$ cat src/core/pd_power_map.svh
// Purpose: offsets, field positions and timing counts for the pd power fsm
// Assumes: 50 MHz clock
// Notes: register map over ahb-lite, word aligned byte addresses
`ifndef PD_POWER_MAP_SVH
`define PD_POWER_MAP_SVH
`define CLOCK_HZ 50000000
`define CTRL_OFFSET 8'h00
`define STATUS_OFFSET 8'h04
`define CLASS_OFFSET 8'h08
`define TX_OFFSET 8'h0C
`define CTRL_RESET 32'h00000000
`define CTRL_SOFT_HOLD_BIT 0
`define POWER_DELAY_TIME_MS 81
`define POWER_DELAY_CYCLES ((`POWER_DELAY_TIME_MS * (`CLOCK_HZ / 1000)))
`define RESET_PULSE_TIME_MS 5
`define RESET_PULSE_CYCLES ((`RESET_PULSE_TIME_MS * (`CLOCK_HZ / 1000)))
`define WATCHDOG_TIME_MS 1320
`define WATCHDOG_CYCLES ((`WATCHDOG_TIME_MS * (`CLOCK_HZ / 1000)))
`endif

$ cat src/core/pd_power_pkg.sv
// Purpose: types for the pd power fsm
// Assumes: nothing
// Notes: states encoded in binary
package pd_power_pkg;
	typedef enum logic [2:0] {
		st_reset = 3'h0,
		st_wakeup = 3'h1,
		st_classify = 3'h2,
		st_first_powered = 3'h3,
		st_power_delay = 3'h4,
		st_fully_powered = 3'h5,
		st_disconnect = 3'h6
	} port_state_type;
	typedef enum logic [1:0] {
		tri_low = 2'h0,
		tri_float = 2'h1,
		tri_high = 2'h2
	} ternary_type;
endpackage

$ cat src/core/level_qualify.sv
// Purpose: three-flop qualifier for one asynchronous level
// Assumes: input from outside the clock domain
// Notes: output changes once second and third stages agree
`timescale 1ns/1ps
module level_qualify (
	// clock and reset
	input wire logic clock,
	input wire logic reset_n,
	// level
	input wire logic raw,
	output logic level
);
	logic s1_reg;
	logic s2_reg;
	logic s3_reg;
	// first stage feeds only the second
	always_ff @(posedge clock or negedge reset_n) begin
		if (!reset_n) begin
			s1_reg <= 1'b0;
			s2_reg <= 1'b0;
			s3_reg <= 1'b0;
		end else begin
			s1_reg <= raw;
			s2_reg <= s1_reg;
			s3_reg <= s2_reg;
		end
	end
	// agreement of stages two and three qualifies a change
	always_ff @(posedge clock or negedge reset_n) begin
		if (!reset_n)
			level <= 1'b0;
		else if (s2_reg == s3_reg)
			level <= s3_reg;
	end
endmodule // level_qualify

$ cat src/core/pd_power_fsm.sv
// Purpose: powered-device port state machine for single-pair power
// Assumes: analog front end gives comparator levels; one 50 MHz clock
// Notes: registers reached over ahb-lite; outputs registered
// Behaviour
// - class_voltage_select low picks classes 10-12, high picks 13-15
// - ternary class_current_select with voltage select picks class 10-15
// - enable high only when powered and high-side switch is enhanced
// - logic 0 during classification drives pull-down to both switches
// - start in reset, turn on exactly one polarity gate from sense inputs
// - leave reset for wakeup only once that polarity gate is enhanced
// - wakeup state presents the wakeup current signature
// - above on threshold and after power delay, enter fully powered
// - ramp high-side gate on full power, enable after ramp completes
// - below off threshold, enter disconnect and drop enable
// - from disconnect, sleep-range voltage returns to wakeup
// - classification reports configured voltage and current class
// - no cable resistance measurement is offered
// - act on unrectified port voltage, polarity sensed automatically
// - valid reset pulse in wakeup advances to classification
// - classification watchdog expiry falls back to wakeup
// - power delay timer over 80 ms, then fully powered
// - first powered state disables signature and pull-down drive
//
// Decided for this implementation: the address map and register access over AHB-Lite.
`timescale 1ns/1ps
`include "pd_power_map.svh"
module pd_power_fsm #(
	parameter int DELAY_CYCLES = `POWER_DELAY_CYCLES,
	parameter int PULSE_CYCLES = `RESET_PULSE_CYCLES,
	parameter int WATCHDOG_CYCLES = `WATCHDOG_CYCLES
) (
	// clock and reset
	input wire logic clock,
	input wire logic rst_n,
	// ahb-lite slave
	input wire logic hsel,
	input wire logic [7:0] haddr,
	input wire logic [1:0] htrans,
	input wire logic hwrite,
	input wire logic [2:0] hsize,
	input wire logic [31:0] hwdata,
	input wire logic hready,
	output logic [31:0] hrdata,
	output logic hreadyout,
	output logic hresp,
	// analog front end levels
	input wire logic line_sense_a,
	input wire logic line_sense_b,
	input wire logic polarity_enhanced,
	input wire logic above_on,
	input wire logic below_off,
	input wire logic in_sleep,
	input wire logic gate_enhanced,
	input wire logic line_low,
	// class straps
	input wire logic class_voltage_select,
	input wire logic [1:0] class_current_select,
	// drives
	output logic polarity_gate_a,
	output logic polarity_gate_b,
	output logic wakeup_signature,
	output logic pulldown_drive,
	output logic gate_ramp,
	output logic enable_out,
	output pd_power_pkg::port_state_type state_out
);
	import pd_power_pkg::*;

	// refuse counts that the shared timer cannot serve
	if (DELAY_CYCLES < 1 || PULSE_CYCLES < 1 ||
		WATCHDOG_CYCLES < 1) begin : g_bad_counts
		$error("pd_power_fsm: counts must be at least one");
	end

	// reset release through two flops
	logic rst_a_reg;
	logic reset_n;
	always_ff @(posedge clock or negedge rst_n) begin
		if (!rst_n) begin
			rst_a_reg <= 1'b0;
			reset_n <= 1'b0;
		end else begin
			rst_a_reg <= 1'b1;
			reset_n <= rst_a_reg;
		end
	end

	// qualify every asynchronous level
	localparam int NQ = 11;
	logic [NQ-1:0] raw_in;
	logic [NQ-1:0] q_in;
	assign raw_in = {class_current_select, class_voltage_select, line_low,
		gate_enhanced, in_sleep, below_off, above_on, polarity_enhanced,
		line_sense_b, line_sense_a};
	genvar gi;
	generate
		for (gi = 0; gi < NQ; gi++) begin : g_q
			level_qualify u_q (
				.clock(clock),
				.reset_n(reset_n),
				.raw(raw_in[gi]),
				.level(q_in[gi])
			);
		end
	endgenerate
	logic sense_a_q, sense_b_q, pol_ok_q, on_q, off_q, sleep_q;
	logic gate_ok_q, low_q, cv_q;
	logic [1:0] cc_q;
	assign {cc_q, cv_q, low_q, gate_ok_q, sleep_q, off_q, on_q, pol_ok_q,
		sense_b_q, sense_a_q} = q_in;

	// ternary decode of the current strap
	function automatic ternary_type decode_tri(input logic [1:0] v);
		if (v == 2'h3)
			return tri_high;
		else if (v == 2'h0)
			return tri_low;
		else
			return tri_float;
	endfunction

	// class 10..15 from both straps
	logic [3:0] class_reg;
	always_ff @(posedge clock or negedge reset_n) begin
		if (!reset_n)
			class_reg <= 4'hA;
		else
			class_reg <= (cv_q ? 4'hD : 4'hA) + {2'h0, decode_tri(cc_q)};
	end

	// software control: hold-off bit and class-report transmit bit
	logic [31:0] ctrl_reg;
	logic tx_zero_reg;

	port_state_type state_reg, state_next;
	logic [31:0] timer_reg;
	logic pol_sel_reg; // 0 selects gate a
	logic pulse_done;
	logic delay_done;
	logic wd_done;
	assign pulse_done = (timer_reg >= 32'(PULSE_CYCLES - 1));
	assign delay_done = (timer_reg >= 32'(DELAY_CYCLES - 1));
	assign wd_done = (timer_reg >= 32'(WATCHDOG_CYCLES - 1));

	// next state, decided from unrectified qualified levels
	always_comb begin
		state_next = state_reg;
		unique case (state_reg)
			st_reset:
				if (pol_ok_q && !ctrl_reg[`CTRL_SOFT_HOLD_BIT])
					state_next = st_wakeup;
			st_wakeup:
				if (low_q && pulse_done)
					state_next = st_classify;
			st_classify:
				if (on_q)
					state_next = st_first_powered;
				else if (wd_done)
					state_next = st_wakeup;
			st_first_powered:
				if (on_q)
					state_next = st_power_delay;
				else if (sleep_q)
					state_next = st_wakeup;
			st_power_delay:
				if (off_q)
					state_next = st_disconnect;
				else if (delay_done)
					state_next = st_fully_powered;
			st_fully_powered:
				if (off_q)
					state_next = st_disconnect;
			st_disconnect:
				if (sleep_q)
					state_next = st_wakeup;
			default:
				state_next = st_reset;
		endcase
	end

	// state register
	always_ff @(posedge clock or negedge reset_n) begin
		if (!reset_n)
			state_reg <= st_reset;
		else
			state_reg <= state_next;
	end

	// one timer: pulse width, watchdog or power delay
	always_ff @(posedge clock or negedge reset_n) begin
		if (!reset_n)
			timer_reg <= 32'h00000000;
		else if (state_next != state_reg)
			timer_reg <= 32'h00000000;
		else if (state_reg == st_wakeup && !low_q)
			timer_reg <= 32'h00000000; // pulse must be continuous
		else if (timer_reg != 32'hFFFFFFFF)
			timer_reg <= timer_reg + 32'h00000001;
	end

	// polarity choice latched while in reset; line a high picks gate a
	always_ff @(posedge clock or negedge reset_n) begin
		if (!reset_n)
			pol_sel_reg <= 1'b0;
		else if (state_reg == st_reset)
			pol_sel_reg <= !(sense_a_q || !sense_b_q);
	end

	// drive outputs straight from flops
	always_ff @(posedge clock or negedge reset_n) begin
		if (!reset_n) begin
			polarity_gate_a <= 1'b0;
			polarity_gate_b <= 1'b0;
			wakeup_signature <= 1'b0;
			pulldown_drive <= 1'b0;
			gate_ramp <= 1'b0;
			enable_out <= 1'b0;
			state_out <= st_reset;
		end else begin
			polarity_gate_a <= !pol_sel_reg;
			polarity_gate_b <= pol_sel_reg;
			wakeup_signature <= (state_next == st_wakeup);
			// both switches regardless of polarity
			pulldown_drive <= (state_next == st_classify) && tx_zero_reg;
			gate_ramp <= (state_next == st_fully_powered);
			enable_out <= (state_next == st_fully_powered) &&
				gate_ok_q && gate_ramp;
			state_out <= state_next;
		end
	end

	// ahb-lite address phase capture
	logic ap_valid_reg;
	logic ap_write_reg;
	logic [7:0] ap_addr_reg;
	always_ff @(posedge clock or negedge reset_n) begin
		if (!reset_n) begin
			ap_valid_reg <= 1'b0;
			ap_write_reg <= 1'b0;
			ap_addr_reg <= 8'h00;
		end else if (hready) begin
			ap_valid_reg <= hsel && htrans[1];
			ap_write_reg <= hwrite;
			ap_addr_reg <= haddr;
		end
	end

	// register writes; bit 0 of tx holds the class-report bit to send
	always_ff @(posedge clock or negedge reset_n) begin
		if (!reset_n) begin
			ctrl_reg <= `CTRL_RESET;
			tx_zero_reg <= 1'b0;
		end else begin
			if (ap_valid_reg && ap_write_reg) begin
				if (ap_addr_reg == `CTRL_OFFSET)
					ctrl_reg <= hwdata;
				if (ap_addr_reg == `TX_OFFSET)
					tx_zero_reg <= !hwdata[0];
			end
			if (state_reg != st_classify)
				tx_zero_reg <= 1'b0;
		end
	end

	// read data, zero-wait; class register reports straps
	always_ff @(posedge clock or negedge reset_n) begin
		if (!reset_n) begin
			hrdata <= 32'h00000000;
		end else if (hsel && htrans[1] && hready && !hwrite) begin
			unique case (haddr)
				`CTRL_OFFSET: hrdata <= ctrl_reg;
				`STATUS_OFFSET: hrdata <= {26'h0, enable_out, gate_ramp,
					1'b0, state_reg};
				`CLASS_OFFSET: hrdata <= {28'h0, class_reg};
				`TX_OFFSET: hrdata <= {31'h0, !tx_zero_reg};
				default: hrdata <= 32'h00000000;
			endcase
		end
	end

	// always ready, always okay
	always_ff @(posedge clock or negedge reset_n) begin
		if (!reset_n) begin
			hreadyout <= 1'b1;
			hresp <= 1'b0;
		end else begin
			hreadyout <= 1'b1;
			hresp <= 1'b0;
		end
	end
endmodule // pd_power_fsm

$ cat config.mk
export PLATFORM = sky130hd
export DESIGN_NAME = pd_power_fsm
export DESIGN_NICKNAME = d
export VERILOG_FILES = /design/src/core/pd_power_pkg.sv /design/src/core/level_qualify.sv /design/src/core/pd_power_fsm.sv
export VERILOG_INCLUDE_DIRS = /design/src /design/src/core
export SDC_FILE = /design/constraint.sdc
export NUM_CORES = 1
export LEC_CHECK = 0
export BUFFER_PORTS_ARGS = -buffer_cell sky130_fd_sc_hd__buf_4
export CORE_MARGIN = 2
export CORE_UTILIZATION = 57
export CTS_CLUSTER_DIAMETER = 60
export CTS_CLUSTER_SIZE = 28
export DETAILED_ROUTE_END_ITERATION = 8
export GPL_TIMING_DRIVEN = 0
export PLACE_DENSITY = 0.86
export SKIP_CTS_REPAIR_TIMING = 1
export SYNTH_ARGS = -nofsm -noshare
export SYNTH_HDL_FRONTEND = slang
export SYNTH_SLANG_ARGS = --single-unit
$ cat constraint.sdc
create_clock -name clock -period 7.2 [get_ports clock]
set_clock_uncertainty 0.05 [all_clocks]
set_input_delay 1.44 -clock clock [delete_from_list [all_inputs] [get_ports clock]]
set_output_delay 1.44 -clock clock [all_outputs]
set_load 0.02 [all_outputs]
==> metrics.csv, run 1 <==
stage,metric,value,unit
clock_network,clk buf depth,2,
cells_and_area,# diodes,0,
logic_synthesis,async set-or-reset flop fraction in the synthesized netlist,1.00,
die,Initial Util,0.586,
cells_and_area,fill count,793,
critical_path,worst-path fanout max,10,
global_routing,M1 GR Usage,0.305,
logic_synthesis,mux contribution to synthesized area,0.0774,
clock_network,"Clk pin slew, worst setup/hold paths",60,ps
critical_path,"Cell Chain, Critical Path",buf_4 -> nand4b_1 -> or3_1 -> nor2_1 -> clkbuf_1 -> a22o_1,
critical_path,CP required,7510,ps
global_routing,vias in the first global route,4934,
sta,crit path time final,3290,ps
pwr,pwr dens,234,nW/um^2
logic_synthesis,Synth Area per Inst,13.0,um^2
global_routing,initial antenna violation count,0,
logic_synthesis,Adder-Cell Fraction of Synth Area,0.0274,
placement,number of port buffers,95,
logic_synthesis,number of synthesized register bits,167,
critical_path,CP Capture Type,register,
sta,maximum clock frequency,304,MHz
cells_and_area,area growth from synthesis to layout,21.9,%
global_routing,grt met2 use,0.398,
sta,Hold Slack,283,ps
global_routing,met3 layer usage reported by global route,0.0717,
routing,1st-iter DRT viols,392,
global_routing,Total GRT Usage,0.240,
clock_network,Root Buffer Master,clkbuf_16,
logic_synthesis,"EDFF count, synth",0,
run,max-cap violations,0,
routing,final WL,15100,um
logic_synthesis,Synth Area in XOR/XNOR,0.0374,
cells_and_area,"commonest non-fill, non-tap cell in the layout",dfrtp_1,
critical_path,CP top delay family,simple AND/OR/NAND/NOR gates,
global_routing,largest net degree at the start of global routing,73,
clock_network,TritonCTS clock tree,built,
sta,unrepaired setup endpoints after global routing,false,
sta,Worst-Margin Slew,599,ps
logic_synthesis,YS warnings,0,
pwr,maximum VDD drop,177,uV
global_routing,first-pass GRT wire length,24500,um
clock_network,Sink Count,167,
logic_synthesis,sequential share of the synthesized area,0.594,
critical_path,slowest library cell on the worst path,or3_1,
critical_path,CP bufs+invs,2,
routing,DR DRC count,0,
min_path,worst hold path type,register to async pin,
clock_network,number of CTS-inserted buffers,17,
logic_synthesis,largest family of logic cells by synthesized area,simple AND/OR/NAND/NOR gates,
routing,DR WL/cell,18.5,um
routing,DRT Pass-1 Iters,5,
die,Die ar.,13200,um^2
placement,GP Congestion,0.882,
pwr,Design Power,2.00,mW
pwr,Leakage,3.89,nW
die,I/O pin count,104,
critical_path,CP startpoint kind,input port,
cells_and_area,Reg area,4190,um^2
cells_and_area,layout cells sized above 1,0.338,
die,core area,12000,um^2
die,Chip Height,115,um
logic_synthesis,synthesized area,7030,um^2
global_routing,total grt overflow,0,
placement,DP Wirelength,10700,um
cells_and_area,Final nets,725,
sta,final period utilization,0.457,
logic_synthesis,number of library cell types mapped by synthesis,63,
sta,"Slew Viols, Final",0,
die,DIE WIDTH,115,um
critical_path,critical path arrival,3600,ps
logic_synthesis,"Top FF cell, synth",dfrtp_1,
routing,vias per cell,5.94,
global_routing,busiest layer in global routing,met2,
sta,Worst slew margin,0.598,
clock_network,# H-tree levels,4,
routing,DR vias,4863,
logic_synthesis,post-synthesis simple-gate area fraction,0.151,
outcome,outcome,finished clean,
routing,Final ANT Viol Nets,0,
logic_synthesis,Cells after Synth,541,
sta,final setup fails,0,
sta,setup TNS,0,ps
cells_and_area,footprint of the multi-input gates,2670,um^2
die,Row Count,40,
logic_synthesis,Compound-Gate Fraction of Synth Area,0.0845,
clock_network,clk_lat worst skew,420,ps
critical_path,WS Path Type,input port to register,
critical_path,CP peak stage delay,500,ps
cells_and_area,most frequent cells in the layout,"dfrtp_1 (164), buf_4 (97), mux2_2 (37)",
sta,Final Hold Viols,0,
-- report_power, final --
group          internal, mW  total (mW)  leakage [nW]  switching [mW]
Combinational        0.0547       0.108          1.50          0.0533
Sequential            0.982        1.01          2.10          0.0302
Clock                 0.510       0.884         0.294           0.375
-- cells by family (layout without fill, tap and decap cells) --
group	count (synthesis)	after routing
xor+xnor	30	30
mux	48	48
buf+inv	40	169
compound gates	75	75
simple gates	162	162
other cells	2	3
flops	167	167
fa+ha+maj	17	17
-- metal layers --
metal  vias up  share of wire
met5         -              0
met4         0          0.019
met3        35          0.066
met2       214           0.49
met1      2418           0.42
li1       2196              -
-- final timing paths --
kind                              startpoint                end  slack, ps  cells after the start
min in group clock         g_q[8].u_q.s1_reg  g_q[8].u_q.s2_reg        300                      0
setup reg to reg                timer_reg[0]      timer_reg[18]       4360                      8
setup / recovery                      hwrite         hrdata[18]       3910                      6
max in group asynchronous            reset_n        ctrl_reg[7]       5800                      2
hold reg to reg                      reset_n  g_q[9].u_q.s1_reg        280                      0
hold / removal                       reset_n  g_q[9].u_q.s1_reg        280                      0
-- through the flow --
step,setup slack [ps],area [um^2],cells,util
final,3910,8580,818,0.714
after global routing,3740,8580,818,0.714
after CTS,3890,8580,818,0.714
after detailed placement,3510,7990,786,0.666
after global placement,794,7940,784,0.661
after floorplan,2160,7040,542,-
-- cell type report --
cell class	count	area share
plain buffers	29	0.0171
clock buffers	20	0.0544
clock inverters	12	0.0136
inverters	11	0.00481
multi-input cells	335	0.311
flip-flops and latches	167	0.488
well taps	147	0.0214
repair buffers	97	0.0896
-- synth_stat cells, drive strengths merged, types with 2 or more instances --
master,number,area [um^2]
or3,4,25.0
and4,5,43.8
conb,2,7.51
a32oi,2,17.5
dfstp,2,52.6
dfrtp,165,4130
o211ai,2,15.0
o2111ai,2,17.5
and2,5,31.3
o21ai,13,65.1
a311o,2,20.0
and3,8,50.1
or2,4,25.0
mux2i,6,60.1
buf,14,90.1
nand3,17,85.1
ha,5,62.6
a22oi,2,15.0
xor2,19,166
a31oi,4,31.3
nor4,10,96.4
nor2,15,56.3
nor3,41,355
or4,4,33.8
nand3b,2,15.0
nand4,13,81.3
nand2,23,86.3
clkbuf,15,56.3
nor4b,3,26.3
nor2b,7,43.8
a22o,27,236
a21oi,7,35.0
a2111oi,2,30.0
maj3,11,110
inv,11,41.3
xnor2,11,96.3
mux2,41,462
-- worst reg2reg max path: cells and delay by family, from the launching register on --
kind / cells / cell delay (ps)
adder cells (fa/ha/maj): 1 / 250
flip-flops: 1 / 410
buffers and inverters: 1 / 240
AND/OR/NAND/NOR: 3 / 740
AO/OA/AOI/OAI: 3 / 1010
Note: power is estimated with default switching activity, not from simulation.
==> inputs of run 2 (changes only) <==
==> constraint.sdc (replaced) <==
create_clock -name clock -period 3.2 [get_ports clock]
set_clock_uncertainty 0.05 [all_clocks]
set_input_delay 0.64 -clock clock [delete_from_list [all_inputs] [get_ports clock]]
set_output_delay 0.64 -clock clock [all_outputs]
set_load 0.02 [all_outputs]
==> metrics.csv, run 2 (synthesized netlist as in run 1, its figures left out) <==
stage,metric,value,unit,change
outcome,outcome,finished clean,,
die,Initial Util,0.586,,unchanged
routing,Final ANT Viol Nets,0,,unchanged
sta,Worst slew margin,0.517,,-0.0811
pwr,Leakage,3.86,nW,-0.82%
placement,DP Wirelength,10500,um,-2.0%
pwr,clock share of power,0.425,,-0.016
pwr,maximum VDD drop,513,uV,+190%
clock_network,TritonCTS clock tree,built,,
min_path,worst hold path type,input port to register,,
sta,Worst-Margin Slew,725,ps,+127 ps
routing,1st-iter DRT viols,427,,+8.9%
global_routing,initial antenna violation count,0,,unchanged
sta,Hold Slack,264,ps,-18.8 ps
die,core area,12000,um^2,unchanged
sta,Setup WS post-layout,447,ps,-3460 ps
critical_path,WS Path Type,register to register,,
critical_path,"Cell Chain, Critical Path",ha_1 -> a311o_1 -> nor4_1 -> o2111ai_1 -> and2_1 -> a31oi_2 -> buf_6 -> nor3_2,,
critical_path,CP peak stage delay,410,ps,-90 ps
sta,Final Hold Viols,0,,unchanged
sta,unrepaired setup endpoints after global routing,false,,
pwr,pwr dens,513,nW/um^2,+120%
clock_network,Root Buffer Master,clkbuf_16,,
placement,pre-CTS setup slack,341,ps,-3170 ps
clock_network,"Clk pin slew, worst setup/hold paths",70,ps,about the same
clock_network,clk buf depth,2,,unchanged
global_routing,first-pass GRT wire length,24000,um,-1.9%
critical_path,worst-path fanout max,10,,unchanged
placement,GP Congestion,0.887,,+0.54%
global_routing,total grt overflow,0,,unchanged
global_routing,largest net degree at the start of global routing,64,,-12%
placement,number of port buffers,95,,unchanged
critical_path,CP required,3460,ps,-4050 ps
routing,metal3 WL,990,um,-1.2%
routing,DR vias,4830,,-0.68%
placement,dpl cell area,7990,um^2,unchanged
routing,DR WL met2,7460,um,+0.30%
cells_and_area,"commonest non-fill, non-tap cell in the layout",dfrtp_1,,
pwr,switch share,0.235,,+0.00615
clock_network,Sink Count,167,,unchanged
sta,final period utilization,0.860,,
pwr,internal power,3.35,mW,+120%
critical_path,CP top delay family,compound AO/OA/AOI/OAI gates,,
routing,vias per cell,5.90,,-0.68%
die,Chip Height,115,um,unchanged
die,DIE WIDTH,115,um,unchanged
cells_and_area,"Design Area, Final",8540,um^2,-0.39%
pwr,Seq pwr share,0.520,,+0.015
critical_path,slowest library cell on the worst path,dfrtp_1,,
cells_and_area,layout cells sized above 1,0.335,,-0.00298
die,Row Count,40,,unchanged
placement,placed insts,786,,unchanged
run,max-cap violations,0,,unchanged
die,Die ar.,13200,um^2,unchanged
cells_and_area,Final nets,726,,+0.14%
global_routing,Total GRT Usage,0.237,,-0.00335
routing,DR WL/cell,18.2,um,-1.2%
sta,final setup fails,0,,unchanged
routing,final WL,14900,um,-1.2%
cells_and_area,area growth from synthesis to layout,21.5,%,
critical_path,critical path arrival,3010,ps,-590 ps
clock_network,number of CTS-inserted buffers,17,,unchanged
clock_network,clk_lat worst skew,430,ps,about the same
sta,maximum clock frequency,363,MHz,
sta,"Slew Viols, Final",0,,unchanged
critical_path,CP Capture Type,register,,
pwr,Switch Pwr,1.03,mW,+120%
critical_path,CP bufs+invs,1,,-1
clock_network,# H-tree levels,4,,unchanged
cells_and_area,non-filler instance count after layout,818,,unchanged
routing,routed length on met1,6300,um,-1.1%
sta,crit path time final,2750,ps,
routing,DRT Pass-1 Iters,4,,-1
global_routing,vias in the first global route,4854,,-1.6%
critical_path,CP startpoint kind,register,,
routing,Max Used Layer,met4,,
cells_and_area,# diodes,0,,unchanged
pwr,Combinational Power Share,0.055,,about the same
routing,DR DRC count,0,,unchanged
die,I/O pin count,104,,unchanged
cells_and_area,most frequent cells in the layout,"dfrtp_1 (164), buf_4 (97), mux2_2 (37)",,
-- run 2: final cells by class --
cell class                 instances  area (um^2)
fill                             777         3470
sequential                       167         4190
tap                              147          184
clock inverter                    12         96.3
timing repair buffer              98          778
buffer                            29          146
multi-input combinational        335         2670
clock buffer                      19          443
inverter                          11         41.3
-- run 2: path summary, 6_finish.rpt --
kind | start | to | slack [ps] | depth (start not counted)
max reg2reg | timer_reg[0] | timer_reg[8] | 450 | 8
min in group asynchronous | reset_n | g_q[8].u_q.s1_reg | 340 | 0
max in group asynchronous | reset_n | hrdata[9] | 1730 | 2
max | timer_reg[0] | timer_reg[8] | 450 | 8
min reg2reg | g_q[10].u_q.s1_reg | g_q[10].u_q.s2_reg | 290 | 0
min | class_current_select[0] | g_q[9].u_q.s1_reg | 260 | 1
-- run 2: worst reg2reg max path: stages, from the launching register on --
cell and delay (ps):
dfrtp_1 410, ha_1 250, a311o_1 400, nor4_1 400
o2111ai_1 200, and2_1 190, a31oi_2 410, buf_6 240
nor3_2 70
-- run 2: metal layers --
metal	vias to the layer above	global-route usage
li1	2200	-
met1	2419	0.303
met2	191	0.392
met3	20	0.0717
met4	0	0.0707
met5	-	0
-- run 2: power groups by stage --
stage	combinational [mW]	sequential, mW	clock (mW)
after global placement	0.194	2.33	0
after detailed placement	0.241	2.32	0
final	0.242	2.28	1.86
after CTS	0.245	2.28	1.89
after global routing	0.266	2.29	2.00
after floorplan	0.123	2.31	0
-- run 2: metrics by stage --
step / setup TNS [ps] / utilization / power, mW
2_1_floorplan: 0 / - / 2.44
4_1_cts: 0 / 0.710 / 4.41
3_3_place_gp: -54680 / 0.661 / 2.53
5_1_grt: 0 / 0.711 / 4.55
3_5_place_dp: 0 / 0.666 / 2.56
6_report: 0 / 0.711 / 4.38
